`config.mk`:
```
export PLATFORM = sky130hd
export DESIGN_NAME = smd_misc_diag
export DESIGN_NICKNAME = d
export VERILOG_FILES = /design/src/smd_pkg.sv /design/src/smd_sync.sv /design/src/smd_misc_diag.sv
export SDC_FILE = /design/constraint.sdc
export NUM_CORES = 1
export LEC_CHECK = 0
export ABC_AREA = 1
export BUFFER_PORTS_ARGS = -buffer_cell sky130_fd_sc_hd__buf_4
export CORE_MARGIN = 4
export CORE_UTILIZATION = 50
export DETAILED_ROUTE_END_ITERATION = 6
export GPL_TIMING_DRIVEN = 0
export PLACE_DENSITY = 0.66
export SKIP_CTS_REPAIR_TIMING = 1
export SYNTH_ARGS = -nofsm -noshare
export SYNTH_HDL_FRONTEND = slang
export SYNTH_SLANG_ARGS = --single-unit
```
`constraint.sdc`:
```
create_clock -name i_clk -period 2 [get_ports i_clk]
set_input_delay 0.1 -clock i_clk [delete_from_list [all_inputs] [get_ports i_clk]]
set_output_delay 0.1 -clock i_clk [all_outputs]
set_load 0.02 [all_outputs]
```
`src/smd_pkg.sv`:
```
package smd_pkg;

  localparam longint CLK_HZ = 64'd20_000_000;

  // serial frame layout
  localparam int FRAME_BITS = 16;
  localparam int FRAME_WRITE_BIT = 15;
  localparam int FRAME_ADDR_HI = 14;
  localparam int FRAME_ADDR_LO = 8;
  localparam logic [4:0] FRAME_LEN = 5'h10;
  localparam logic [4:0] FRAME_CNT_MAX = 5'h1F;

  // byte addresses of the register words
  localparam logic [6:0] ADDR_NVM_CNT = 7'h00;
  localparam logic [6:0] ADDR_DAC = 7'h30;
  localparam logic [6:0] ADDR_MISC = 7'h34;
  localparam logic [6:0] ADDR_DIAG = 7'h3C;
  localparam logic [6:0] ADDR_GCMD = 7'h3E;

  // misc_control fields
  localparam int MISC_DR_LINE = 0;
  localparam int MISC_DR_POL = 1;
  localparam int MISC_DR_EN = 2;
  localparam int MISC_ST_POS = 8;
  localparam int MISC_ST_NEG = 9;
  localparam int MISC_SELFTEST = 10;
  localparam int MISC_MEMTEST = 11;
  localparam logic [15:0] MISC_RESET = 16'h0006;

  // analog_out_code
  localparam int DAC_W = 12;
  localparam logic [15:0] DAC_RESET = 16'h0000;
  localparam logic [15:0] DAC_MASK = 16'h0FFF;

  // global_command fields
  localparam int GCMD_DAC_LATCH = 2;
  localparam int GCMD_NVM_UPDATE = 3;

  // diagnostic_flags fields
  localparam int DIAG_SUP_LOW = 0;
  localparam int DIAG_SUP_HIGH = 1;
  localparam int DIAG_NVM_FAIL = 2;
  localparam int DIAG_SPI_FAIL = 3;
  localparam int DIAG_OVERRANGE = 4;
  localparam int DIAG_SELFTEST = 5;
  localparam int DIAG_MEMTEST = 6;
  localparam int DIAG_ALARM1 = 8;
  localparam int DIAG_ALARM2 = 9;
  localparam logic [15:0] DIAG_RESET = 16'h0000;
  localparam logic [15:0] DIAG_STICKY_MASK = 16'h037C;

  localparam logic [15:0] NVM_CNT_RESET = 16'h0000;

  // data-ready pulse timing
  localparam longint DRDY_MIN_US = 64'd100;
  localparam longint DRDY_MAX_US = 64'd200;
  localparam longint DRDY_MIN_CYC =
    (DRDY_MIN_US * CLK_HZ + 64'd999_999) / 64'd1_000_000;
  localparam longint DRDY_MAX_CYC = (DRDY_MAX_US * CLK_HZ) / 64'd1_000_000;
  localparam int DRDY_CNT_W = 12;
  localparam logic [DRDY_CNT_W-1:0] DRDY_PULSE_CYC =
    DRDY_CNT_W'((DRDY_MIN_CYC + DRDY_MAX_CYC) / 64'd2);
  localparam logic [DRDY_CNT_W-1:0] DRDY_CNT_ZERO = 12'h000;

  typedef enum {
    TS_IDLE,
    TS_MEM_WAIT,
    TS_ST_POS,
    TS_ST_NEG,
    TS_ST_DONE
  } smd_test_t;

endpackage

```
`src/smd_sync.sv`:
```
module smd_sync #(
  parameter int W = 1
) (
  input wire logic i_clk,
  input wire logic i_rst,
  input wire logic i_ce,
  input wire logic [W-1:0] i_async,
  input wire logic [W-1:0] i_reset_val,
  output logic [W-1:0] o_sync
);
  logic [W-1:0] meta_reg;
  logic [W-1:0] sync_reg;
  logic [W-1:0] meta_next;
  logic [W-1:0] sync_next;

  // the first stage feeds only the second stage
  always_comb begin
    meta_next = i_async;
    sync_next = meta_reg;
  end

  // reset value comes from a tied constant at the instance
  always_ff @(posedge i_clk) begin
    if (i_rst) begin
      meta_reg <= i_reset_val;
      sync_reg <= i_reset_val;
    end else if (i_ce) begin
      meta_reg <= meta_next;
      sync_reg <= sync_next;
    end
  end

  assign o_sync = sync_reg;
endmodule

```
`src/smd_misc_diag.sv`:
```
// Operation
// - low misc bits configure data-ready enable/polarity/line
// - one 100 to 200 us pulse per sample
// - misc control resets to 0x0006
// - bit 11 starts memory test, self-clears
// - checksum mismatch loads diagnostic bit 6
// - bit 10 runs self-test, failure sets bit 5
// - bits 9/8 hold negative/positive stimulus manually
// - analog code is 12-bit offset binary
// - analog code reaches output only on latch
// - read-only counter counts nonvolatile write cycles
// - diagnostic read clears all but supply flags
// - persisting condition re-sets flag next sample
// - supply flags follow monitors, not read-cleared
// - bit 1 over-voltage, bit 0 under-voltage
// - alarm, overrange, serial, nvm flags at fixed bits
module smd_misc_diag (
  input wire logic i_clk,
  input wire logic i_rst,
  input wire logic i_ce,
  input wire logic i_sclk,
  input wire logic i_cs_n,
  input wire logic i_din,
  output logic o_dout,
  output logic o_dout_oe_n,
  input wire logic i_sample_tick,
  output logic o_io_line_one,
  output logic o_io_line_one_oe_n,
  output logic o_io_line_two,
  output logic o_io_line_two_oe_n,
  output logic o_stim_pos,
  output logic o_stim_neg,
  output logic o_st_measure,
  input wire logic i_st_result_valid,
  input wire logic i_st_result_pass,
  output logic o_memtest_req,
  input wire logic i_checksum_valid,
  input wire logic [15:0] i_nvm_checksum,
  input wire logic [15:0] i_ram_checksum,
  output logic [smd_pkg::DAC_W-1:0] o_dac_code,
  output logic o_nvm_update_req,
  input wire logic i_nvm_write_cycle,
  input wire logic i_nvm_fail,
  input wire logic i_overrange,
  input wire logic i_alarm1,
  input wire logic i_alarm2,
  input wire logic i_supply_high,
  input wire logic i_supply_low
);
  import smd_pkg::*;

  logic sclk_s, cs_n_s, din_s, sup_high_s, sup_low_s;

  smd_sync #(.W(5)) u_sync (
    .i_clk(i_clk),
    .i_rst(i_rst),
    .i_ce(i_ce),
    .i_async({i_sclk, i_cs_n, i_din, i_supply_high, i_supply_low}),
    .i_reset_val(5'h18),
    .o_sync({sclk_s, cs_n_s, din_s, sup_high_s, sup_low_s})
  );

  // ---------------- serial link ----------------
  logic sclk_d_reg, sclk_d_next;
  logic cs_n_d_reg, cs_n_d_next;
  logic [4:0] bit_cnt_reg, bit_cnt_next;
  logic [15:0] rx_reg, rx_next;
  logic [15:0] tx_reg, tx_next;
  logic [15:0] resp_reg, resp_next;
  logic dout_reg, dout_next;
  logic sclk_rise, sclk_fall, cs_fall, cs_rise;
  logic frame_ok, frame_bad, wr_frame, rd_frame;
  logic [6:0] frame_addr;
  logic [6:0] word_addr;
  logic [7:0] frame_data;
  logic [15:0] read_word;

  assign sclk_rise = sclk_s & ~sclk_d_reg;
  assign sclk_fall = ~sclk_s & sclk_d_reg;
  assign cs_fall = ~cs_n_s & cs_n_d_reg;
  assign cs_rise = cs_n_s & ~cs_n_d_reg;
  assign frame_ok = cs_rise && (bit_cnt_reg == FRAME_LEN);
  assign frame_bad = cs_rise && (bit_cnt_reg != FRAME_LEN)
                     && (bit_cnt_reg != 5'h00);
  assign wr_frame = frame_ok & rx_reg[FRAME_WRITE_BIT];
  assign rd_frame = frame_ok & ~rx_reg[FRAME_WRITE_BIT];
  assign frame_addr = rx_reg[FRAME_ADDR_HI:FRAME_ADDR_LO];
  assign word_addr = {frame_addr[6:1], 1'b0};
  assign frame_data = rx_reg[7:0];

  // mode 3: sample on the rising edge, shift out on the falling edge;
  // the first falling edge is skipped so bit 15 holds until sampled
  always_comb begin
    sclk_d_next = sclk_s;
    cs_n_d_next = cs_n_s;
    bit_cnt_next = bit_cnt_reg;
    rx_next = rx_reg;
    tx_next = tx_reg;
    dout_next = dout_reg;
    resp_next = resp_reg;
    if (cs_fall) begin
      bit_cnt_next = 5'h00;
      dout_next = resp_reg[FRAME_BITS-1];
      tx_next = {resp_reg[14:0], 1'b0};
    end else if (!cs_n_s) begin
      if (sclk_rise) begin
        rx_next = {rx_reg[14:0], din_s};
        if (bit_cnt_reg != FRAME_CNT_MAX) begin
          bit_cnt_next = bit_cnt_reg + 5'h01;
        end
      end else if (sclk_fall && bit_cnt_reg != 5'h00) begin
        dout_next = tx_reg[FRAME_BITS-1];
        tx_next = {tx_reg[14:0], 1'b0};
      end
    end
    // a read answer goes out on the following frame
    if (rd_frame) begin
      resp_next = read_word;
    end
  end

  always_ff @(posedge i_clk) begin
    if (i_rst) begin
      sclk_d_reg <= 1'b1;
      cs_n_d_reg <= 1'b1;
      bit_cnt_reg <= 5'h00;
      rx_reg <= 16'h0000;
      tx_reg <= 16'h0000;
      dout_reg <= 1'b0;
      resp_reg <= 16'h0000;
    end else if (i_ce) begin
      sclk_d_reg <= sclk_d_next;
      cs_n_d_reg <= cs_n_d_next;
      bit_cnt_reg <= bit_cnt_next;
      rx_reg <= rx_next;
      tx_reg <= tx_next;
      dout_reg <= dout_next;
      resp_reg <= resp_next;
    end
  end

  assign o_dout = dout_reg;
  assign o_dout_oe_n = cs_n_s;

  // ---------------- registers and test sequencer ----------------
  logic [15:0] misc_reg, misc_next;
  logic [15:0] dac_reg, dac_next;
  logic [DAC_W-1:0] dac_out_reg, dac_out_next;
  logic [15:0] nvm_cnt_reg, nvm_cnt_next;
  logic [15:0] diag_reg, diag_next;
  logic nvm_req_reg, nvm_req_next;
  logic mem_req_reg, mem_req_next;
  logic stim_pos_reg, stim_pos_next;
  logic stim_neg_reg, stim_neg_next;
  logic st_fail_reg, st_fail_next;
  smd_test_t test_reg, test_next;
  logic mem_done, mem_fail, st_done;
  logic [15:0] diag_view;

  assign diag_view = {diag_reg[15:2], sup_high_s, sup_low_s};

  always_comb begin
    unique case (word_addr)
      ADDR_NVM_CNT: read_word = nvm_cnt_reg;
      ADDR_DAC: read_word = dac_reg;
      ADDR_MISC: read_word = misc_reg;
      ADDR_DIAG: read_word = diag_view;
      default: read_word = 16'h0000;
    endcase
  end

  always_comb begin
    misc_next = misc_reg;
    dac_next = dac_reg;
    dac_out_next = dac_out_reg;
    nvm_cnt_next = nvm_cnt_reg;
    diag_next = diag_reg;
    nvm_req_next = 1'b0;
    mem_req_next = 1'b0;
    st_fail_next = st_fail_reg;
    test_next = test_reg;
    mem_done = 1'b0;
    mem_fail = 1'b0;
    st_done = 1'b0;

    if (wr_frame) begin
      if (word_addr == ADDR_MISC) begin
        if (!frame_addr[0]) begin
          misc_next[2:0] = frame_data[2:0];
        end else begin
          misc_next[MISC_ST_POS] = frame_data[0];
          misc_next[MISC_ST_NEG] = frame_data[1];
          // test bits only start here; clearing is the sequencer's job
          if (frame_data[2]) begin
            misc_next[MISC_SELFTEST] = 1'b1;
          end
          if (frame_data[3]) begin
            misc_next[MISC_MEMTEST] = 1'b1;
          end
        end
      end else if (word_addr == ADDR_DAC) begin
        if (!frame_addr[0]) begin
          dac_next[7:0] = frame_data;
        end else begin
          dac_next[15:8] = frame_data & DAC_MASK[15:8];
        end
      end else if (word_addr == ADDR_GCMD && !frame_addr[0]) begin
        if (frame_data[GCMD_DAC_LATCH]) begin
          dac_out_next = dac_reg[DAC_W-1:0];
        end
        nvm_req_next = frame_data[GCMD_NVM_UPDATE];
      end
    end

    if (i_nvm_write_cycle) begin
      nvm_cnt_next = nvm_cnt_reg + 16'h0001;
    end

    unique case (test_reg)
      TS_IDLE: begin
        st_fail_next = 1'b0;
        if (misc_reg[MISC_MEMTEST]) begin
          mem_req_next = 1'b1;
          test_next = TS_MEM_WAIT;
        end else if (misc_reg[MISC_SELFTEST]) begin
          test_next = TS_ST_POS;
        end
      end
      TS_MEM_WAIT: begin
        if (i_checksum_valid) begin
          mem_done = 1'b1;
          mem_fail = (i_nvm_checksum != i_ram_checksum);
          misc_next[MISC_MEMTEST] = 1'b0;
          test_next = TS_IDLE;
        end
      end
      TS_ST_POS: begin
        if (i_st_result_valid) begin
          st_fail_next = st_fail_reg | ~i_st_result_pass;
          test_next = TS_ST_NEG;
        end
      end
      TS_ST_NEG: begin
        if (i_st_result_valid) begin
          st_fail_next = st_fail_reg | ~i_st_result_pass;
          test_next = TS_ST_DONE;
        end
      end
      TS_ST_DONE: begin
        // stimulus already released: normal operation is back
        st_done = 1'b1;
        misc_next[MISC_SELFTEST] = 1'b0;
        test_next = TS_IDLE;
      end
    endcase

    // clear first, then let any set in the same cycle win
    if (rd_frame && word_addr == ADDR_DIAG) begin
      diag_next = diag_reg & ~DIAG_STICKY_MASK;
    end
    if (i_sample_tick) begin
      if (i_alarm2) diag_next[DIAG_ALARM2] = 1'b1;
      if (i_alarm1) diag_next[DIAG_ALARM1] = 1'b1;
      if (i_overrange) diag_next[DIAG_OVERRANGE] = 1'b1;
      if (i_nvm_fail) diag_next[DIAG_NVM_FAIL] = 1'b1;
    end
    if (frame_bad) begin
      diag_next[DIAG_SPI_FAIL] = 1'b1;
    end
    if (mem_done) begin
      diag_next[DIAG_MEMTEST] = mem_fail;
    end
    if (st_done) begin
      diag_next[DIAG_SELFTEST] = st_fail_reg;
    end
    // supply flags live outside the sticky register
    diag_next[DIAG_SUP_HIGH] = 1'b0;
    diag_next[DIAG_SUP_LOW] = 1'b0;

    stim_pos_next = misc_next[MISC_ST_POS] || test_next == TS_ST_POS;
    stim_neg_next = misc_next[MISC_ST_NEG] || test_next == TS_ST_NEG;
  end

  always_ff @(posedge i_clk) begin
    if (i_rst) begin
      misc_reg <= MISC_RESET;
      dac_reg <= DAC_RESET;
      dac_out_reg <= DAC_RESET[DAC_W-1:0];
      nvm_cnt_reg <= NVM_CNT_RESET;
      diag_reg <= DIAG_RESET;
      nvm_req_reg <= 1'b0;
      mem_req_reg <= 1'b0;
      stim_pos_reg <= 1'b0;
      stim_neg_reg <= 1'b0;
      st_fail_reg <= 1'b0;
      test_reg <= TS_IDLE;
    end else if (i_ce) begin
      misc_reg <= misc_next;
      dac_reg <= dac_next;
      dac_out_reg <= dac_out_next;
      nvm_cnt_reg <= nvm_cnt_next;
      diag_reg <= diag_next;
      nvm_req_reg <= nvm_req_next;
      mem_req_reg <= mem_req_next;
      stim_pos_reg <= stim_pos_next;
      stim_neg_reg <= stim_neg_next;
      st_fail_reg <= st_fail_next;
      test_reg <= test_next;
    end
  end

  assign o_stim_pos = stim_pos_reg;
  assign o_stim_neg = stim_neg_reg;
  assign o_st_measure = (test_reg == TS_ST_POS) || (test_reg == TS_ST_NEG);
  assign o_memtest_req = mem_req_reg;
  assign o_dac_code = dac_out_reg;
  assign o_nvm_update_req = nvm_req_reg;

  // ---------------- data-ready pulse ----------------
  logic [DRDY_CNT_W-1:0] dr_cnt_reg, dr_cnt_next;
  logic io1_reg, io1_next, io1_oe_n_reg, io1_oe_n_next;
  logic io2_reg, io2_next, io2_oe_n_reg, io2_oe_n_next;
  logic dr_active, dr_level;

  // pulse sits in the middle of the window to leave margin both ways
  always_comb begin
    dr_cnt_next = dr_cnt_reg;
    if (!misc_reg[MISC_DR_EN]) begin
      dr_cnt_next = DRDY_CNT_ZERO;
    end else if (i_sample_tick) begin
      dr_cnt_next = DRDY_PULSE_CYC;
    end else if (dr_cnt_reg != DRDY_CNT_ZERO) begin
      dr_cnt_next = dr_cnt_reg - 12'h001;
    end
    dr_active = (dr_cnt_next != DRDY_CNT_ZERO);
    dr_level = ~(dr_active ^ misc_next[MISC_DR_POL]);
    io1_next = 1'b0;
    io2_next = 1'b0;
    io1_oe_n_next = 1'b1;
    io2_oe_n_next = 1'b1;
    if (misc_next[MISC_DR_EN]) begin
      if (misc_next[MISC_DR_LINE]) begin
        io2_next = dr_level;
        io2_oe_n_next = 1'b0;
      end else begin
        io1_next = dr_level;
        io1_oe_n_next = 1'b0;
      end
    end
  end

  always_ff @(posedge i_clk) begin
    if (i_rst) begin
      dr_cnt_reg <= DRDY_CNT_ZERO;
      io1_reg <= 1'b0;
      io2_reg <= 1'b0;
      io1_oe_n_reg <= 1'b1;
      io2_oe_n_reg <= 1'b1;
    end else if (i_ce) begin
      dr_cnt_reg <= dr_cnt_next;
      io1_reg <= io1_next;
      io2_reg <= io2_next;
      io1_oe_n_reg <= io1_oe_n_next;
      io2_oe_n_reg <= io2_oe_n_next;
    end
  end

  assign o_io_line_one = io1_reg;
  assign o_io_line_one_oe_n = io1_oe_n_reg;
  assign o_io_line_two = io2_reg;
  assign o_io_line_two_oe_n = io2_oe_n_reg;
endmodule

```
After elaboration in Yosys (flattened, before gate mapping)
Index checks and enable logic that the tools add are counted.
Word-level totals
  register bits after elaboration: 173
  input bits: 49
  output and inout port bits: 23
Cells by class
  add/sub/neg operators: 3
  eq/ne operators: 19
  multiplexer cells: 65
  bitwise operators: 19
  reduce and logical (&&, ||, !) cells: 40
Operator list (number)
  $eq 32x3->1 const B: 5
  $mux 32: 5
  $pmux 32 s5: 1
  $eq 32x2->1 const B: 2
  $mux 16: 4
  $pmux 16 s4: 1
  $mux 1: 38
  $mux 12: 3
  $eq 32x1->1 const B: 1
  $logic_not 32->1: 1
  $eq 6x5->1 const B: 4
  $reduce_bool 12->1: 2
  $reduce_bool 2->1: 11
  $mux 5: 4
  $add 16x1->16 const B: 1
  $ne 16x16->1: 1
  $reduce_and 5->1: 3
  $mux 4: 3
  $reduce_and 4->1: 3
  $sub 12x1->12 const B: 1
  $not 1->1: 11
  $mux 10: 1
  $ne 5x5->1 const B: 2
  $reduce_and 2->1: 5
  other kinds (18): 33

Depth between registers and ports, before layout
  depth after elaboration: 9
  depth in mapped cells: 14
  gate-level depth less buffers: 14

By module
Synthesis repeated with hierarchy kept, for this count alone.
Unflattened totals
  cells, all modules: 1075
  area total of the unflattened synthesis: 7893.8 µm²
By module, submodules not included
  smd_misc_diag: instances 1, cells an instance 1038, area each 7489.7 µm², seq. area each 3243.1 µm²
  smd_sync: instances 1, cells an instance 37, area each 404.1 µm², seq. area each 300.3 µm²

Least setup slack after synthesis
OpenSTA, ideal clock, no wires.
  path kind: reg2reg
  start: reg bit_cnt_reg[0]
  end: reg dac_out_reg[3] (netlist: o_dac_code[3])
  setup time: 74 ps
  data arrival time: 1715 ps
  path slack: 211 ps
  cell stages (with the launch flop): 12
  buffers on the path: 1
  clock period less this slack: 1789 ps
  cell sequence: dfxtp_1 inv_1 ha_1 nand2_2 nor2_4 nand2_2 nor3_4 nand3_4 nor3_4 buf_4 nor2_1 nor3_2
On the way
  cells in the longest elaborated chain, start to end: 4
RTL lines
  start, declared: line smd_misc_diag.sv:66  | logic [4:0] bit_cnt_reg, bit_cnt_next;
  start signal, assigned: line smd_misc_diag.sv:134  | bit_cnt_reg <= bit_cnt_next;
  $eq 5x5->1: line smd_misc_diag.sv:82  | assign frame_ok = cs_rise && (bit_cnt_reg == FRAME_LEN);
  $logic_and 1x1->1: line smd_misc_diag.sv:82
  $and 1x1->1: line smd_misc_diag.sv:85  | assign wr_frame = frame_ok & rx_reg[FRAME_WRITE_BIT];
  $reduce_and 6->1 (no source line)
  end signal, assigned: line smd_misc_diag.sv:288  | dac_out_reg <= DAC_RESET[DAC_W-1:0];
  end signal, assigned: line smd_misc_diag.sv:300  | dac_out_reg <= dac_out_next;
  end, declared: line smd_misc_diag.sv:148  | logic [DAC_W-1:0] dac_out_reg, dac_out_next;
Every way passes these cells.
A chain may end at the register's enable or synchronous reset.

Final worst setup path
  start: reg bit_cnt_reg[0]
  end: reg dac_out_reg[10] (netlist: o_dac_code[10])
Same word-level chain as after synthesis.

==> flow_summary.yaml <==
run_status:
  status: "complete, but fails checks"
  violations: "negative hold slack, negative setup slack"
final_layout:
  antennaDiodeCount: 0
  nets: 1261
  syn2layout_area_growth_pct: 24.4
  drive_above_1_share_pct: 19.6
  final.fill_count: 1388
  multi_input_area_um2: 4100
  fin_cells: 1430
  largest_reg_flops: 32
  layout.area.seq_um2: 3460
critical_path:
  reg2reg_slack_ps: -20
  worstSetupPathDepth: 12
  slowest_delay_ps: 360
  arrival_ps: 2380
  start_kind: "flip-flop"
  r2r-start: "bit_cnt_reg[0]"
  crit_path_cell_trace: "inv_4 -> ha_4 -> nand2_4 -> nor2_4 -> nand2_4 -> nor3_4 -> nand3_4 -> nor3_4 -> buf_6 -> buf_6 -> nor2_2 -> nor3_2"
  slowest_stage: "dfxtp_4"
  required_ps: 2360
  r2r-end: "o_dac_code[10]"
  crit_fanout: 7
  reg2reg_depth: 12
  critical_path_buf_inv_count: 3
  cp_top_family: "simple AND/OR/NAND/NOR gates"
  worstSetupPathType: "flip-flop to flip-flop"
  crit_path_end_kind: "flip-flop"
synth:
  synth_nets: 1148
  syn-cell-area_um2: 7840
  synthCells: 1093
  synth-edff-count: 0
  ys_ff_latch: 172
  synth_flop_cell: "dfxtp_1"
  ys_types: 43
  synth_warnings: 0
  async_reset_ff_share_pct: 0
  avgSynthCellArea_um2: 7.17
  synth-seq-area-share_pct: 43.9
detailed_routing:
  vias: 7678
  drtPass1Iterations: 5
  totalWireLength_mm: 22.2
  drcViolationCount: 0
  drtAntennaViolNets: 0
  via_per_inst: 5.37
  wl_per_cell_um: 15.6
  drt_iter0_drc: 637
floorplanning:
  io_pins: 72
  die_h_um: 133
  rows: 45
  start_util_pct: 51.4
  dieArea_um2: 17700
  core_um2: 15300
  fp.dieW_um: 133
timing:
  final.setup.tns_ps: -89.8
  fin_crit_ps: 2020
  rsz0062_at_grt: "true"
  slew_viol_final: 0
  slew_headroom_pct: 45.6
  fmax_ghz: 0.494
  worst_slack_ps: -23.9
  setup_violations: 9
  worst_slew_pin_slew_ps: 816
  whs_ps: -42.0
  final-hold-violation-count: 1
  min_period_over_period_pct: 101
  fin_skew_ps: 7.04
run:
  drv_cap: 0
global_route:
  grt_overflow: 0
  antenna_found_initial: 0
  grt_pass1_wl_mm: 34.6
  grt_max_degree: 17
  grt_pass1_vias: 6701
  grtUsageTotal_pct: 24.2
placed_design:
  portBuffers: 69
  dp_cells: 1373
  dp_hpwl_mm: 15.8
  place_ws_ps: -291
  gp_congestion: 0.904
hold_path:
  min_delay_worst_endpoint: "o_stim_neg"
  holdCritStartpoint: "i_st_result_valid"
  hold_class: "input pin to flip-flop"
  whs_path_depth: 3
cts:
  cts_root_buf: "clkbuf_16"
  clk_pin_slew_worst_paths_ps: 70
  cts-buffers-inserted: 17
  htree_levels: 4
  cts_num_sinks: 172
  clock_path_buffers: 2
  cts_tree: "yes"
  insertion_delay_ps: 440
power:
  p_total_w: 0.00767
  ir_drop_mv: 0.667
  powerDensity_nw_per_um2: 786
  power.leakage_nw: 3.85
[worst register-to-register path, cell delays in order, from the launching register on]
cell,delay [ps]
dfxtp_4,360
inv_4,60
ha_4,130
nand2_4,50
nor2_4,160
nand2_4,110
nor3_4,250
nand3_4,180
nor3_4,240
buf_6,150
buf_6,120
nor2_2,40
nor3_2,110
[logic make-up after synthesis]
group,after synthesis,synth area share [%]
compound gates,228,16.3
buf+inv,150,7.48
xor+xnor,14,1.56
fa+ha+maj,6,0.958
flops,172,43.9
simple gates,523,29.8
[synthesized netlist by cell type, types with 2 or more instances]
master	n	share of area, %
a21oi_1	80	5.1
a31oi_1	16	1.3
nor3_2	10	1.3
o211ai_1	9	0.86
clkbuf_1	37	1.8
ha_1	6	0.96
o21ai_1	5	0.32
xnor2_1	8	0.89
o22ai_1	4	0.32
inv_2	11	0.53
or2_2	4	0.32
o2111ai_1	3	0.34
nand2_2	4	0.32
buf_2	4	0.26
xor2_1	6	0.67
nand4_1	18	1.4
o21ai_0	84	5.4
buf_1	3	0.14
nor3_4	2	0.41
nor2_2	18	1.4
nand3b_1	2	0.19
nor3_1	25	1.6
nor4_1	16	1.3
buf_6	2	0.29
dfxtp_1	172	44
nand2_1	218	10
nand3_1	56	3.6
nor2_1	147	7.0
inv_1	91	4.4
a211oi_1	19	1.8
[final cells by class]
class / count / share of cell area [%]
flip-flops and latches: 172 / 35.4
plain buffers: 47 / 2.18
clock inverters: 12 / 1.17
multi-input cells: 771 / 42.0
repair buffers: 94 / 7.68
inverters: 103 / 4.01
clock buffers: 20 / 4.78
well taps: 211 / 2.71
[through the flow]
| stage | area (um2) | util, % |
|---|---|---|
| 6_report | 9750 | 63.9 |
| 5_1_grt | 9750 | 63.9 |
| 4_1_cts | 9200 | 60.3 |
| 3_5_place_dp | 8620 | 56.5 |
| 3_3_place_gp | 8620 | 56.5 |
| 2_1_floorplan | 7840 | - |
[metal layers]
layer  up-vias  wire [um]  track usage, %  share of wire, %
met5         -          0               0                 0
met4         0        356            7.03               1.6
met3        28       1370            4.87               6.2
li1       3871          -               -                 -
met1      3533      10400            34.7                47
met2       246      10200            37.3                46
[how the worst max path moves through the flow]
stage | startpoint | to | slack (ps)
CTS | test_reg[12] | diag_reg[6] | -300
global route | bit_cnt_reg[0] | o_dac_code[10] | -150
floorplan | bit_cnt_reg[0] | o_dac_code[3] | 210
detailed placement | test_reg[12] | diag_reg[6] | -290
global placement | test_reg[14] | diag_reg[6] | -300
finish | bit_cnt_reg[0] | o_dac_code[10] | -20
[layout by cell type, fill, tap and decap left out, drive strengths merged]
cell type / count
a31oi: 16
nand2: 222
dlygate4sd3: 10
dfxtp: 172
nor4: 16
o2111ai: 3
nand3: 57
nand4: 18
nor3: 37
clkbuf: 56
clkinv: 6
ha: 6
a21boi: 1
inv: 104
nand3b: 2
xor2: 6
o221ai: 1
or2: 5
bufinv: 1
xnor2: 8
a211oi: 19
o31ai: 1
o211a: 1
clkinvlp: 4
buf: 95
a221oi: 1
o21a: 1
nor2: 166
o21ai: 89
o211ai: 10
o41ai: 1
o22ai: 4
a21oi: 80
[power by group]
part           leakage, nW  internal, W  switching (W)
clock                0.275      0.00182        0.00146
combinational         2.17     0.000304       0.000503
sequential            1.40      0.00351      0.0000700
total                 3.85      0.00563        0.00203
Note: power is estimated with default switching activity, not from simulation.
